<file path="config.mk">
export PLATFORM = sky130hd
export DESIGN_NAME = lcdk_core
export DESIGN_NICKNAME = d
export VERILOG_FILES = /design/src/rtl/lcdk_pkg.sv /design/src/rtl/lcdk_core.sv
export VERILOG_INCLUDE_DIRS = /design/src /design/src/rtl
export SDC_FILE = /design/constraint.sdc
export NUM_CORES = 2
export LEC_CHECK = 0
export CORE_MARGIN = 8
export CORE_UTILIZATION = 30
export CTS_BUF_LIST = sky130_fd_sc_hd__clkbuf_8
export DETAILED_ROUTE_END_ITERATION = 10
export DONT_BUFFER_PORTS = 1
export GPL_TIMING_DRIVEN = 0
export PLACE_DENSITY = 0.4
export SLEW_MARGIN = 10
export SYNTH_ARGS = -nofsm -noshare
export SYNTH_HDL_FRONTEND = slang
export SYNTH_SLANG_ARGS = --single-unit
</file>
<file path="constraint.sdc">
create_clock -name CORE_CLK_IN -period 6.35 [get_ports CORE_CLK_IN]
set_input_delay 0.635 -clock CORE_CLK_IN [delete_from_list [all_inputs] [get_ports CORE_CLK_IN]]
set_output_delay 0.635 -clock CORE_CLK_IN [all_outputs]
set_load 0.1 [all_outputs]
</file>
<file path="src/rtl/lcdk_defs.svh">
// register map, field positions, reset values and timing of the lcd core
// assumes a 32-bit apb bus and a 20 MHz core clock
`ifndef LCDK_DEFS_SVH
`define LCDK_DEFS_SVH
`define LCDK_OFS_CTRL 8'h00
`define LCDK_OFS_CMD 8'h04
`define LCDK_OFS_PTR 8'h08
`define LCDK_OFS_DATA 8'h0c
`define LCDK_OFS_LED 8'h10
`define LCDK_OFS_KEY 8'h14
`define LCDK_OFS_STATUS 8'h18
`define LCDK_OFS_IRQ_STAT 8'h1c
`define LCDK_OFS_IRQ_MASK 8'h20
`define LCDK_CMD_CLEAR 0
`define LCDK_CMD_WAKE 1
`define LCDK_CTRL_RST 9'h043
`define LCDK_BLANK_CODE 8'h20
`define LCDK_IRQ_KEY_DN 0
`define LCDK_IRQ_KEY_UP 1
`define LCDK_IRQ_REFUSED 2
`define LCDK_IRQ_DONE 3
`define LCDK_CELLS 4'ha
`define LCDK_LAST_ROW_1L 5'h08
`define LCDK_LAST_ROW_2L 5'h10
`define LCDK_GLYPH_ROWS 3'h7
`define LCDK_KEY_LAST_ROW 3'h5
`define LCDK_CLK_NS 50
`define LCDK_EXEC_NS 2000
`define LCDK_EXEC_CYC ((`LCDK_EXEC_NS + `LCDK_CLK_NS - 1) / `LCDK_CLK_NS)
`endif

</file>
<file path="src/rtl/lcdk_pkg.sv">
// types shared by the lcd core: bus carriers, configuration and states
// assumes nothing beyond a systemverilog compiler
package lcdk_pkg;
  typedef struct packed {
    logic psel;
    logic penable;
    logic pwrite;
    logic [7:0] paddr;
    logic [31:0] pwdata;
  } lcdk_apb_req_t;
  typedef struct packed {
    logic [31:0] prdata;
    logic pready;
    logic pslverr;
  } lcdk_apb_rsp_t;
  // bit 0 is the line-count selection; ks holds timing bits one, two, three
  typedef struct packed {
    logic [2:0] ks;
    logic blink_en;
    logic cur_en;
    logic disp_en;
    logic shift;
    logic inc;
    logic two_line;
  } lcdk_cfg_t;
  typedef enum logic [1:0] {SPACE_CHAR, SPACE_FONT, SPACE_ICON} lcdk_space_t;
  typedef enum logic [1:0] {KS_IDLE, KS_PRESS_WAIT, KS_HELD, KS_REL_WAIT} lcdk_ks_state_t;
endpackage

</file>
<file path="src/rtl/lcdk_core.sv">
// character lcd core: display refresh, cursor, led register, key scan, apb registers
// assumes OSC_CLK_IN and KEY_COL_N_IN come from outside the core clock domain
// What this block does
// - timing sequences all three memory reads
// - host writes never disturb refresh
// - seventeen common and fifty segment outputs
// - unused commons get non-select level
// - cursor at cell addressed by pointer
// - same cursor logic for other memories
// - three-bit led register drives open drains
// - scan six by six key matrix
// - combined key data for multiple keys
// - reset then standby until host wakes
// - standby accepts only wake, led and irq mask writes
// - reset equals cleared state, leds off
// - reset selects two-line display
// - reset: increment, no shift
// - reset: display, cursor, blink off
// - reset key timing gives 1500/2400 debounce
// - busy flag refuses most commands
// - pointer steps after each data access
//
// The APB register port and the register addresses were decided locally.
`timescale 1ns/1ps
`include "lcdk_defs.svh"
module lcdk_core #(
  parameter int PRESS_DEB_TICKS = 1500,
  parameter int RELEASE_DEB_TICKS = 2400,
  parameter int BLINK_TICKS = 16384,
  parameter int ROW_TICKS = 4
) (
  input logic CORE_CLK_IN,
  input logic RSTN_IN,
  input lcdk_pkg::lcdk_apb_req_t APB_REQ_IN,
  output lcdk_pkg::lcdk_apb_rsp_t APB_RSP_OUT,
  input logic OSC_CLK_IN,
  output logic [16:0] COM_OUT,
  output logic [49:0] SEG_OUT,
  output logic [2:0] LED_OUT,
  output logic [2:0] LED_OE_N_OUT,
  output logic [5:0] KEY_ROW_OUT,
  output logic [5:0] KEY_ROW_OE_N_OUT,
  input logic [5:0] KEY_COL_N_IN,
  output logic KD_OUT,
  output logic KD_OE_N_OUT,
  output logic IRQ_OUT
);
  import lcdk_pkg::*;

  if (ROW_TICKS < 2 || ROW_TICKS > 255 || PRESS_DEB_TICKS < 8 || PRESS_DEB_TICKS > 16383 ||
      RELEASE_DEB_TICKS < 8 || RELEASE_DEB_TICKS > 16383 || BLINK_TICKS < 1 ||
      BLINK_TICKS > 65535) begin : g_bad_param
    $error("lcdk_core: unsupported parameter value");
  end

  logic [2:0] osc_sync_q;
  logic [5:0] col_s1_q;
  logic [5:0] col_s2_q;
  logic osc_tick;
  lcdk_apb_rsp_t rsp_q;
  logic acc_en, done, wr, rd;
  logic [31:0] rdata_d;
  logic addr_hit;
  logic op_cfg, op_clr, op_wake, op_ptr, op_dwr, op_drd, op_led, gated_try;
  logic go, go_cfg, go_clr, go_ptr, go_dwr, go_drd, wake_go, refused;
  logic [5:0] busy_cnt_q;
  logic busy;
  logic standby_q;
  lcdk_cfg_t cfg_q;
  logic [5:0] ptr_q;
  lcdk_space_t space_q;
  logic clear_flag_q;
  logic [2:0] led_q;
  logic [3:0] mask_q, irq_stat_q, irq_ev, irq_stat_d;
  logic irq_q;
  logic [7:0] char_mem_q [32];
  logic [4:0] font_mem_q [64];
  logic [5:0] icon_mem_q [16];
  logic [7:0] mem_rd;
  logic [7:0] row_div_q;
  logic row_adv;
  logic [4:0] row_q, last_row;
  logic [3:0] cell_q;
  logic [49:0] shadow_q;
  logic [16:0] com_q;
  logic [49:0] seg_q;
  logic [15:0] blink_cnt_q;
  logic blink_q;
  logic line, icon_row, cell_hit;
  logic [2:0] glyph_row;
  logic [4:0] cell_addr;
  logic [7:0] code;
  logic [4:0] font_bits, icon_bits, dots;
  logic [5:0] icon_word;
  logic [2:0] ks_row_q;
  logic [5:0] row_oe_n_q, acc_rows_q, acc_cols_q, pressed_cols;
  logic [11:0] raw_q, key_q;
  lcdk_ks_state_t ks_st_q;
  logic [15:0] deb_cnt_q, press_lim, rel_lim;
  logic key_dn_q, key_up_q, kd_oe_n_q, pin_low_q;
  logic [2:0] led_oe_n_q;

  // stand-in glyph generator; a product ships its own glyph table here
  function automatic logic [4:0] font_row(input logic [7:0] c, input logic [2:0] r);
    font_row = (r == `LCDK_GLYPH_ROWS) ? 5'h00 : (c[4:0] ^ {c[7:5], r[1:0]});
  endfunction

  // the second and third flops of the chain feed the edge detector
  always_ff @(posedge CORE_CLK_IN or negedge RSTN_IN) begin
    if (!RSTN_IN) begin
      osc_sync_q <= 3'h0;
      col_s1_q <= 6'h3f;
      col_s2_q <= 6'h3f;
    end else begin
      osc_sync_q <= {osc_sync_q[1:0], OSC_CLK_IN};
      col_s1_q <= KEY_COL_N_IN;
      col_s2_q <= col_s1_q;
    end
  end
  assign osc_tick = osc_sync_q[1] & ~osc_sync_q[2];

  // apb: one wait state so the answer comes from flops
  assign acc_en = APB_REQ_IN.psel & APB_REQ_IN.penable;
  assign done = acc_en & rsp_q.pready;
  assign wr = done & APB_REQ_IN.pwrite;
  assign rd = done & ~APB_REQ_IN.pwrite;

  always_comb begin
    rdata_d = 32'h0;
    addr_hit = 1'b1;
    if (APB_REQ_IN.paddr == `LCDK_OFS_CTRL) begin
      rdata_d = {23'h0, cfg_q};
    end else if (APB_REQ_IN.paddr == `LCDK_OFS_CMD) begin
      rdata_d = 32'h0;
    end else if (APB_REQ_IN.paddr == `LCDK_OFS_PTR) begin
      rdata_d = {22'h0, space_q, 2'h0, ptr_q};
    end else if (APB_REQ_IN.paddr == `LCDK_OFS_DATA) begin
      rdata_d = {24'h0, mem_rd};
    end else if (APB_REQ_IN.paddr == `LCDK_OFS_LED) begin
      rdata_d = {29'h0, led_q};
    end else if (APB_REQ_IN.paddr == `LCDK_OFS_KEY) begin
      rdata_d = {19'h0, ks_st_q == KS_HELD || ks_st_q == KS_REL_WAIT, key_q};
    end else if (APB_REQ_IN.paddr == `LCDK_OFS_STATUS) begin
      rdata_d = {29'h0, clear_flag_q, standby_q, busy};
    end else if (APB_REQ_IN.paddr == `LCDK_OFS_IRQ_STAT) begin
      rdata_d = {28'h0, irq_stat_q};
    end else if (APB_REQ_IN.paddr == `LCDK_OFS_IRQ_MASK) begin
      rdata_d = {28'h0, mask_q};
    end else begin
      addr_hit = 1'b0;
    end
  end

  always_ff @(posedge CORE_CLK_IN or negedge RSTN_IN) begin
    if (!RSTN_IN) begin
      rsp_q <= '0;
    end else begin
      rsp_q.pready <= acc_en & ~rsp_q.pready;
      rsp_q.prdata <= (acc_en & ~rsp_q.pready) ? rdata_d : 32'h0;
      rsp_q.pslverr <= acc_en & ~rsp_q.pready & ~addr_hit;
    end
  end

  assign op_cfg = wr && APB_REQ_IN.paddr == `LCDK_OFS_CTRL;
  assign op_clr = wr && APB_REQ_IN.paddr == `LCDK_OFS_CMD && APB_REQ_IN.pwdata[`LCDK_CMD_CLEAR];
  assign op_wake = wr && APB_REQ_IN.paddr == `LCDK_OFS_CMD && APB_REQ_IN.pwdata[`LCDK_CMD_WAKE];
  assign op_ptr = wr && APB_REQ_IN.paddr == `LCDK_OFS_PTR;
  assign op_dwr = wr && APB_REQ_IN.paddr == `LCDK_OFS_DATA;
  assign op_drd = rd && APB_REQ_IN.paddr == `LCDK_OFS_DATA;
  assign op_led = wr && APB_REQ_IN.paddr == `LCDK_OFS_LED;
  assign gated_try = op_cfg | op_clr | op_ptr | op_dwr | op_drd;
  assign go = ~busy & ~standby_q;
  assign go_cfg = op_cfg & go;
  assign go_clr = op_clr & go;
  assign go_ptr = op_ptr & go;
  assign go_dwr = op_dwr & go;
  assign go_drd = op_drd & go;
  assign wake_go = op_wake & ~busy;
  assign refused = (gated_try & ~go) | (op_wake & busy);

  always_ff @(posedge CORE_CLK_IN or negedge RSTN_IN) begin
    if (!RSTN_IN) begin
      busy_cnt_q <= 6'h0;
    end else if ((gated_try & go) | wake_go) begin
      busy_cnt_q <= 6'(`LCDK_EXEC_CYC);
    end else if (busy) begin
      busy_cnt_q <= busy_cnt_q - 6'h1;
    end
  end
  assign busy = busy_cnt_q != 6'h0;

  always_ff @(posedge CORE_CLK_IN or negedge RSTN_IN) begin
    if (!RSTN_IN) begin
      standby_q <= 1'b1;
      cfg_q <= `LCDK_CTRL_RST;
    end else begin
      if (wake_go) begin
        standby_q <= 1'b0;
      end
      if (go_cfg) begin
        cfg_q <= APB_REQ_IN.pwdata[8:0];
      end
    end
  end

  always_ff @(posedge CORE_CLK_IN or negedge RSTN_IN) begin
    if (!RSTN_IN) begin
      ptr_q <= 6'h0;
      space_q <= SPACE_CHAR;
    end else if (go_clr) begin
      ptr_q <= 6'h0;
      space_q <= SPACE_CHAR;
    end else if (go_ptr) begin
      ptr_q <= APB_REQ_IN.pwdata[5:0];
      space_q <= lcdk_space_t'(APB_REQ_IN.pwdata[9:8]);
    end else if (go_dwr | go_drd) begin
      ptr_q <= cfg_q.inc ? ptr_q + 6'h1 : ptr_q - 6'h1;
    end
  end

  // led register, exempt from busy and standby
  always_ff @(posedge CORE_CLK_IN or negedge RSTN_IN) begin
    if (!RSTN_IN) begin
      clear_flag_q <= 1'b1;
      led_q <= 3'h0;
    end else begin
      if (go_clr) begin
        clear_flag_q <= 1'b1;
      end else if (go_dwr) begin
        clear_flag_q <= 1'b0;
      end
      if (op_led) begin
        led_q <= APB_REQ_IN.pwdata[2:0];
      end else if (go_clr) begin
        led_q <= 3'h0;
      end
    end
  end

  // a new event wins over the read that clears the status; only reported bits clear,
  // so an event landing between the data capture and the clear edge is not lost
  always_comb begin
    irq_ev = 4'h0;
    irq_ev[`LCDK_IRQ_KEY_DN] = key_dn_q;
    irq_ev[`LCDK_IRQ_KEY_UP] = key_up_q;
    irq_ev[`LCDK_IRQ_REFUSED] = refused;
    irq_ev[`LCDK_IRQ_DONE] = busy_cnt_q == 6'h1;
    irq_stat_d = irq_stat_q;
    if (rd && APB_REQ_IN.paddr == `LCDK_OFS_IRQ_STAT) begin
      irq_stat_d = irq_stat_q & ~rsp_q.prdata[3:0];
    end
    irq_stat_d = irq_stat_d | irq_ev;
  end

  always_ff @(posedge CORE_CLK_IN or negedge RSTN_IN) begin
    if (!RSTN_IN) begin
      irq_stat_q <= 4'h0;
      mask_q <= 4'h0;
      irq_q <= 1'b0;
    end else begin
      irq_stat_q <= irq_stat_d;
      irq_q <= |(irq_stat_d & mask_q);
      if (wr && APB_REQ_IN.paddr == `LCDK_OFS_IRQ_MASK) begin
        mask_q <= APB_REQ_IN.pwdata[3:0];
      end
    end
  end

  // host port writes, refresh only reads
  always_ff @(posedge CORE_CLK_IN or negedge RSTN_IN) begin
    if (!RSTN_IN) begin
      for (int i = 0; i < 32; i++) char_mem_q[i] <= `LCDK_BLANK_CODE;
      for (int i = 0; i < 64; i++) font_mem_q[i] <= 5'h0;
      for (int i = 0; i < 16; i++) icon_mem_q[i] <= 6'h0;
    end else if (go_clr) begin
      for (int i = 0; i < 32; i++) char_mem_q[i] <= `LCDK_BLANK_CODE;
    end else if (go_dwr) begin
      case (space_q)
        SPACE_CHAR: char_mem_q[ptr_q[4:0]] <= APB_REQ_IN.pwdata[7:0];
        SPACE_FONT: font_mem_q[ptr_q] <= APB_REQ_IN.pwdata[4:0];
        default: icon_mem_q[ptr_q[3:0]] <= APB_REQ_IN.pwdata[5:0];
      endcase
    end
  end

  always_comb begin
    case (space_q)
      SPACE_CHAR: mem_rd = char_mem_q[ptr_q[4:0]];
      SPACE_FONT: mem_rd = {3'h0, font_mem_q[ptr_q]};
      default: mem_rd = {2'h0, icon_mem_q[ptr_q[3:0]]};
    endcase
  end

  assign row_adv = osc_tick && row_div_q == 8'(ROW_TICKS - 1);
  assign last_row = cfg_q.two_line ? `LCDK_LAST_ROW_2L : `LCDK_LAST_ROW_1L;
  always_ff @(posedge CORE_CLK_IN or negedge RSTN_IN) begin
    if (!RSTN_IN) begin
      row_div_q <= 8'h0;
      row_q <= 5'h0;
      cell_q <= 4'h0;
    end else begin
      if (row_adv) begin
        row_div_q <= 8'h0;
      end else if (osc_tick) begin
        row_div_q <= row_div_q + 8'h1;
      end
      if (row_adv) begin
        row_q <= (row_q >= last_row) ? 5'h0 : row_q + 5'h1;
        cell_q <= 4'h0;
      end else if (cell_q < `LCDK_CELLS) begin
        cell_q <= cell_q + 4'h1;
      end
    end
  end

  always_ff @(posedge CORE_CLK_IN or negedge RSTN_IN) begin
    if (!RSTN_IN) begin
      blink_cnt_q <= 16'h0;
      blink_q <= 1'b0;
    end else if (osc_tick) begin
      if (blink_cnt_q == 16'(BLINK_TICKS - 1)) begin
        blink_cnt_q <= 16'h0;
        blink_q <= ~blink_q;
      end else begin
        blink_cnt_q <= blink_cnt_q + 16'h1;
      end
    end
  end

  always_comb begin
    line = cfg_q.two_line & row_q[3];
    icon_row = row_q == last_row;
    glyph_row = row_q[2:0];
    cell_addr = {line, cell_q};
    code = char_mem_q[cell_addr];
    font_bits = (code[7:4] == 4'h0) ? font_mem_q[{code[2:0], glyph_row}] :
      font_row(code, glyph_row);
    cell_hit = ptr_q == {1'b0, cell_addr};
    if (cfg_q.cur_en && cell_hit && glyph_row == `LCDK_GLYPH_ROWS) begin
      font_bits = 5'h1f;
    end
    if (cfg_q.blink_en && cell_hit && blink_q) begin
      font_bits = ~font_bits;
    end
    icon_word = icon_mem_q[cell_q];
    icon_bits = icon_word[4:0] & ~{5{icon_word[5] & blink_q}};
    dots = icon_row ? icon_bits : {font_bits[0], font_bits[1], font_bits[2], font_bits[3],
      font_bits[4]};
  end

  always_ff @(posedge CORE_CLK_IN or negedge RSTN_IN) begin
    if (!RSTN_IN) begin
      shadow_q <= 50'h0;
      com_q <= 17'h0;
      seg_q <= 50'h0;
    end else begin
      if (!row_adv && cell_q < `LCDK_CELLS) begin
        shadow_q[cell_q * 5 +: 5] <= dots;
      end
      if (row_adv) begin
        com_q <= (cfg_q.disp_en && !standby_q) ? (17'h1 << row_q) : 17'h0;
        seg_q <= (cfg_q.disp_en && !standby_q) ? shadow_q : 50'h0;
      end
    end
  end

  assign pressed_cols = ~col_s2_q;
  always_ff @(posedge CORE_CLK_IN or negedge RSTN_IN) begin
    if (!RSTN_IN) begin
      ks_row_q <= 3'h0;
      row_oe_n_q <= 6'h3e;
      acc_rows_q <= 6'h0;
      acc_cols_q <= 6'h0;
      raw_q <= 12'h0;
    end else if (osc_tick) begin
      if (ks_row_q == `LCDK_KEY_LAST_ROW) begin
        ks_row_q <= 3'h0;
        row_oe_n_q <= 6'h3e;
        raw_q <= {acc_cols_q | pressed_cols,
          acc_rows_q | ((|pressed_cols) ? (6'h1 << ks_row_q) : 6'h0)};
        acc_rows_q <= 6'h0;
        acc_cols_q <= 6'h0;
      end else begin
        ks_row_q <= ks_row_q + 3'h1;
        row_oe_n_q <= ~(6'h1 << (ks_row_q + 3'h1));
        acc_rows_q <= acc_rows_q | ((|pressed_cols) ? (6'h1 << ks_row_q) : 6'h0);
        acc_cols_q <= acc_cols_q | pressed_cols;
      end
    end
  end

  assign press_lim = (cfg_q.ks[0] ? 16'(PRESS_DEB_TICKS) : 16'(2 * PRESS_DEB_TICKS)) >>
    cfg_q.ks[2:1];
  assign rel_lim = (cfg_q.ks[0] ? 16'(RELEASE_DEB_TICKS) : 16'(2 * RELEASE_DEB_TICKS)) >>
    cfg_q.ks[2:1];

  always_ff @(posedge CORE_CLK_IN or negedge RSTN_IN) begin
    if (!RSTN_IN) begin
      ks_st_q <= KS_IDLE;
      deb_cnt_q <= 16'h0;
      key_q <= 12'h0;
      key_dn_q <= 1'b0;
      key_up_q <= 1'b0;
    end else begin
      key_dn_q <= 1'b0;
      key_up_q <= 1'b0;
      if (osc_tick) begin
        deb_cnt_q <= deb_cnt_q + 16'h1;
        case (ks_st_q)
          KS_IDLE: begin
            deb_cnt_q <= 16'h0;
            if (raw_q != 12'h0) ks_st_q <= KS_PRESS_WAIT;
          end
          KS_PRESS_WAIT: begin
            if (raw_q == 12'h0) begin
              ks_st_q <= KS_IDLE;
            end else if (deb_cnt_q >= press_lim - 16'h1) begin
              ks_st_q <= KS_HELD;
              key_q <= raw_q;
              key_dn_q <= 1'b1;
            end
          end
          KS_HELD: begin
            deb_cnt_q <= 16'h0;
            if (raw_q == 12'h0) begin
              ks_st_q <= KS_REL_WAIT;
            end else begin
              key_q <= raw_q;
            end
          end
          default: begin
            if (raw_q != 12'h0) begin
              ks_st_q <= KS_HELD;
            end else if (deb_cnt_q >= rel_lim - 16'h1) begin
              ks_st_q <= KS_IDLE;
              key_up_q <= 1'b1;
            end
          end
        endcase
      end
    end
  end

  // open-drain pins only ever pull low, so their data flop stays at zero
  always_ff @(posedge CORE_CLK_IN or negedge RSTN_IN) begin
    if (!RSTN_IN) begin
      pin_low_q <= 1'b0;
      kd_oe_n_q <= 1'b1;
      led_oe_n_q <= 3'h7;
    end else begin
      pin_low_q <= 1'b0;
      led_oe_n_q <= ~led_q;
      kd_oe_n_q <= !(ks_st_q == KS_HELD || ks_st_q == KS_REL_WAIT);
    end
  end

  assign APB_RSP_OUT = rsp_q;
  assign COM_OUT = com_q;
  assign SEG_OUT = seg_q;
  assign LED_OUT = {3{pin_low_q}};
  // led bit on pulls its pin
  assign LED_OE_N_OUT = led_oe_n_q;
  assign KEY_ROW_OUT = {6{pin_low_q}};
  assign KEY_ROW_OE_N_OUT = row_oe_n_q;
  assign KD_OUT = pin_low_q;
  assign KD_OE_N_OUT = kd_oe_n_q;
  assign IRQ_OUT = irq_q;
endmodule

</file>
==> metrics.csv <==
stage;metric;value;unit
run_status;status;completed;
logic_synthesis;yosys_warnings;0;
logic_synthesis;mappedNetlistArea;51100;um^2
setup_path;startpoint;ptr_q[2]$_DFFE_PN0P_;
grt;gr-usage-all-layers;22.0;%
finish;nets;4487;
clock_tree;clkSinkCount;959;
power_and_ir_drop;cellLeakagePower;25.9;nW
placement;dp_hpwl;148000;um
routing;first_pass_iters;6;
sta;worst_pin_slew;1.36;ns
logic_synthesis;yosys.cell_types.count;89;
sta;setup-violations-final;0;
routing;avgRoutedWirePerCell;30.7;um
sta;hold_slack;0.145;ns
run;maxCapViolCount;0;
logic_synthesis;synth_edf_count;0;
setup_path;end_kind;flip-flop;
finish;area.growth.synth_to_final;13.7;%
clock_tree;cts_buffers;183;
clock_tree;cts_tree;yes;
setup_path;r2r_start;ptr_q[2]$_DFFE_PN0P_;
logic_synthesis;ys.flop_type;dfrtp_1;
clock_tree;cts-root-buf;clkbuf_8;
clock_tree;cts.path.max_buffers;3;
routing;drt-initial-drc-count;3215;
floorplan;core;169000;um^2
sta;clock_skew;0.0445;ns
hold_path;hold_class;in -> reg;
clock_tree;cts_resized;0;
routing;viasPerCell;5.44;
setup_path;startpoint_type;flip-flop;
floorplan;rows;151;
logic_synthesis;synth.avg_cell_area;12.3;um^2
sta;hold_viol_final;0;
setup_path;arrival;7.05;ns
grt;antenna_found_initial;12;
power_and_ir_drop;power.share.switching;35.8;%
sta;fmax;0.159;GHz
clock_tree;h-tree-depth;4;
setup_path;crit_fanout;10;
power_and_ir_drop;power_density;292;nW/um^2
sta;drv_slew;0;
finish;multi_input_area;25500;um^2
grt;grt_pass1_wl;294000;um
floorplan;chipHeight;429;um
routing;antenna_left;0;
sta;max_slew_margin;9.57;%
clock_tree;hold_buffers;15;
sta;fin_crit;6.28;ns
placement;port_buffers;0;
finish;seq_area;24100;um^2
logic_synthesis;synthCells;4137;
floorplan;die-area;184000;um^2
grt;grt_max_degree;960;
placement;gp_congestion;0.920;
power_and_ir_drop;peakVddDrop;226;uV
setup_path;critical_path_required;7.13;ns
power_and_ir_drop;seqPwrFrac;40.2;%
logic_synthesis;seq_area_frac_synth;47.1;%
routing;vias;36651;
setup_path;crit_type;reg -> reg;
logic_synthesis;synthArstFlopShare;100;%
finish;drive_gt1_share;27.6;%
sta;setup_tns;0;ns
finish;fill_cells;16938;
clock_tree;clk_latency;0.97;ns
grt;first_global_vias;37433;
power_and_ir_drop;pwr-share-comb;23.2;%
power_and_ir_drop;power_switching;6.06;mW
clock_tree;postCtsSetupBuffers;0;
grt;grt-ovfl-total;0;
clock_tree;path_clk_slew;0.06;ns
sta;rsz0062_at_grt;no;
logic_synthesis;synth_seq_cells;959;
power_and_ir_drop;pwr-share-clk;36.6;%
floorplan;io_pins;174;
floorplan;start_util;30.2;%
floorplan;die_w;429;um
routing;post-route-drc-count;0;
power_and_ir_drop;p_int;10.9;mW
sta;finalCritPeriodShare;98.8;%
routing;wirelength;207000;um
hold_path;worstHoldStart;APB_REQ_IN[36];
[cells in the final DEF, fill, tap and decap left out, types with 15 or more instances in the layout]
| master | count |
|---|---|
| dfrtp_1 | 901 |
| buf_2 | 52 |
| nand3_1 | 111 |
| inv_1 | 129 |
| conb_1 | 29 |
| o31ai_1 | 20 |
| nand2_1 | 453 |
| or3_1 | 17 |
| mux2i_1 | 323 |
| buf_4 | 41 |
| nand2b_1 | 15 |
| clkbuf_1 | 192 |
| nor2_2 | 19 |
| and2_1 | 19 |
| o21ai_0 | 110 |
| a31oi_1 | 23 |
| dlygate4sd3_1 | 16 |
| mux2_2 | 417 |
| xnor2_1 | 33 |
| a21o_1 | 17 |
| a22o_1 | 36 |
| nor3_1 | 50 |
| buf_1 | 27 |
| a21oi_1 | 85 |
| ha_1 | 59 |
| clkbuf_8 | 221 |
| dfstp_2 | 58 |
| xor2_1 | 25 |
| mux4_2 | 355 |
| a22oi_1 | 18 |
| nor2_1 | 400 |
| and3_1 | 16 |
[power by group through the flow]
stage	Clock, mW	Combinational [mW]	Sequential [mW]
floorplan	0	2.36	6.79
global placement	0	3.78	6.91
detailed placement	0	3.79	6.91
CTS	6.41	3.80	6.81
global route	6.65	4.14	6.84
finish	6.20	3.93	6.81
[Yosys cell counts, drive strengths merged, types with 8 or more instances]
cell type	count	area, um^2
a211oi	8	60.1
o22ai	9	62.6
buf	130	798
and2	23	145
a21o	17	128
a22o	36	315
nor3	65	385
nand2	453	1700
xor2	25	219
nand2b	16	108
nor4	12	81.3
mux2	421	4740
inv	44	165
nor2	420	1630
o21ai	116	584
mux2i	323	3230
nand3	112	566
dfrtp	901	22500
mux4	368	8340
nand4	14	87.6
xnor2	33	289
a31oi	23	144
o31ai	21	163
dfstp	58	1520
and3	16	100
nor2b	14	87.6
clkbuf	198	743
o211ai	11	82.6
ha	59	738
a22oi	18	135
or3	17	106
a21oi	89	475
[stage by stage]
| step | utilization [%] | total power, mW | worst slack [ns] | instance area [um^2] | std cells |
|---|---|---|---|---|---|
| finish | 34.3 | 16.9 | 0.0741 | 58100 | 6741 |
| global route | 34.3 | 17.6 | 0.130 | 58100 | 6740 |
| CTS | 34.2 | 17.0 | 0.293 | 57900 | 6730 |
| detailed placement | 31.9 | 10.7 | 0.306 | 54100 | 6386 |
| global placement | 31.9 | 10.7 | 0.376 | 54000 | 6383 |
| floorplan | - | 9.15 | 2.71 | 51200 | 4165 |
[critical path: stages, from the launching register on]
cell	delay (ns)
dfrtp_1	0.35
clkbuf_1	0.99
clkbuf_1	1.03
clkbuf_1	1.04
clkbuf_1	0.89
nand4_1	0.53
nor2_2	0.93
mux2i_1	0.27
nor2_1	0.05
[state kept, by name, summed over array words and instances (netlist names), 8 cells and up, named ones only]
register,count
raw_q,12
blink_cnt_q,16
SEG_OUT,50
COM_OUT,17
APB_RSP_OUT,15
shadow_q,50
deb_cnt_q,16
row_div_q,8
char_mem_q,256
font_mem_q,320
cfg_q,9
key_q,12
icon_mem_q,96
[cell type report]
class / instances / share of cell area [%]
Multi-Input combinational cell: 2832 / 43.9
Tap cell: 2218 / 4.78
Timing Repair Buffer: 25 / 0.625
Clock buffer: 221 / 5.24
Inverter: 46 / 0.297
Clock inverter: 108 / 1.06
Sequential cell: 959 / 41.4
Antenna cell: 4 / 0.0172
Buffer: 328 / 2.68
[path summary, 6_finish.rpt]
kind | end | slack [ns] | depth (start not counted)
hold reg to reg | col_s2_q[4]$_DFF_PN1_ | 0.35 | 0
hold / removal | APB_RSP_OUT[6]$_DFF_PN0_ | 0.14 | 5
min in group asynchronous | SEG_OUT[22]$_DFFE_PN0P_ | 0.29 | 1
max in group asynchronous | font_mem_q[216]$_DFFE_PN0P_ | 2.98 | 4
setup / recovery | char_mem_q[136]$_DFFE_PN0P_ | 0.07 | 8
setup reg to reg | char_mem_q[136]$_DFFE_PN0P_ | 0.07 | 8
[kinds of logic after synthesis]
| logic type | after synthesis | share of synthesized area [%] |
|---|---|---|
| AND/OR/NAND/NOR | 1193 | 10.3 |
| multiplexers | 1112 | 31.9 |
| flip-flops | 959 | 47.1 |
| AO/OA/AOI/OAI | 380 | 4.81 |
| buffers and inverters | 374 | 3.36 |
| adder cells (fa/ha/maj) | 60 | 1.48 |
| XOR/XNOR | 58 | 0.995 |
| other | 1 | 0.00734 |
[layer usage]
metal | GRT usage, % | vias to the layer above | share of wire [%]
met2 | 35.0 | 1219 | 46
met4 | 7.28 | 4 | 3.4
met1 | 29.8 | 19465 | 44
met3 | 4.79 | 343 | 5.8
met5 | 0 | - | 0.015
li1 | - | 15620 | -
(Power assumes the default switching activity.)
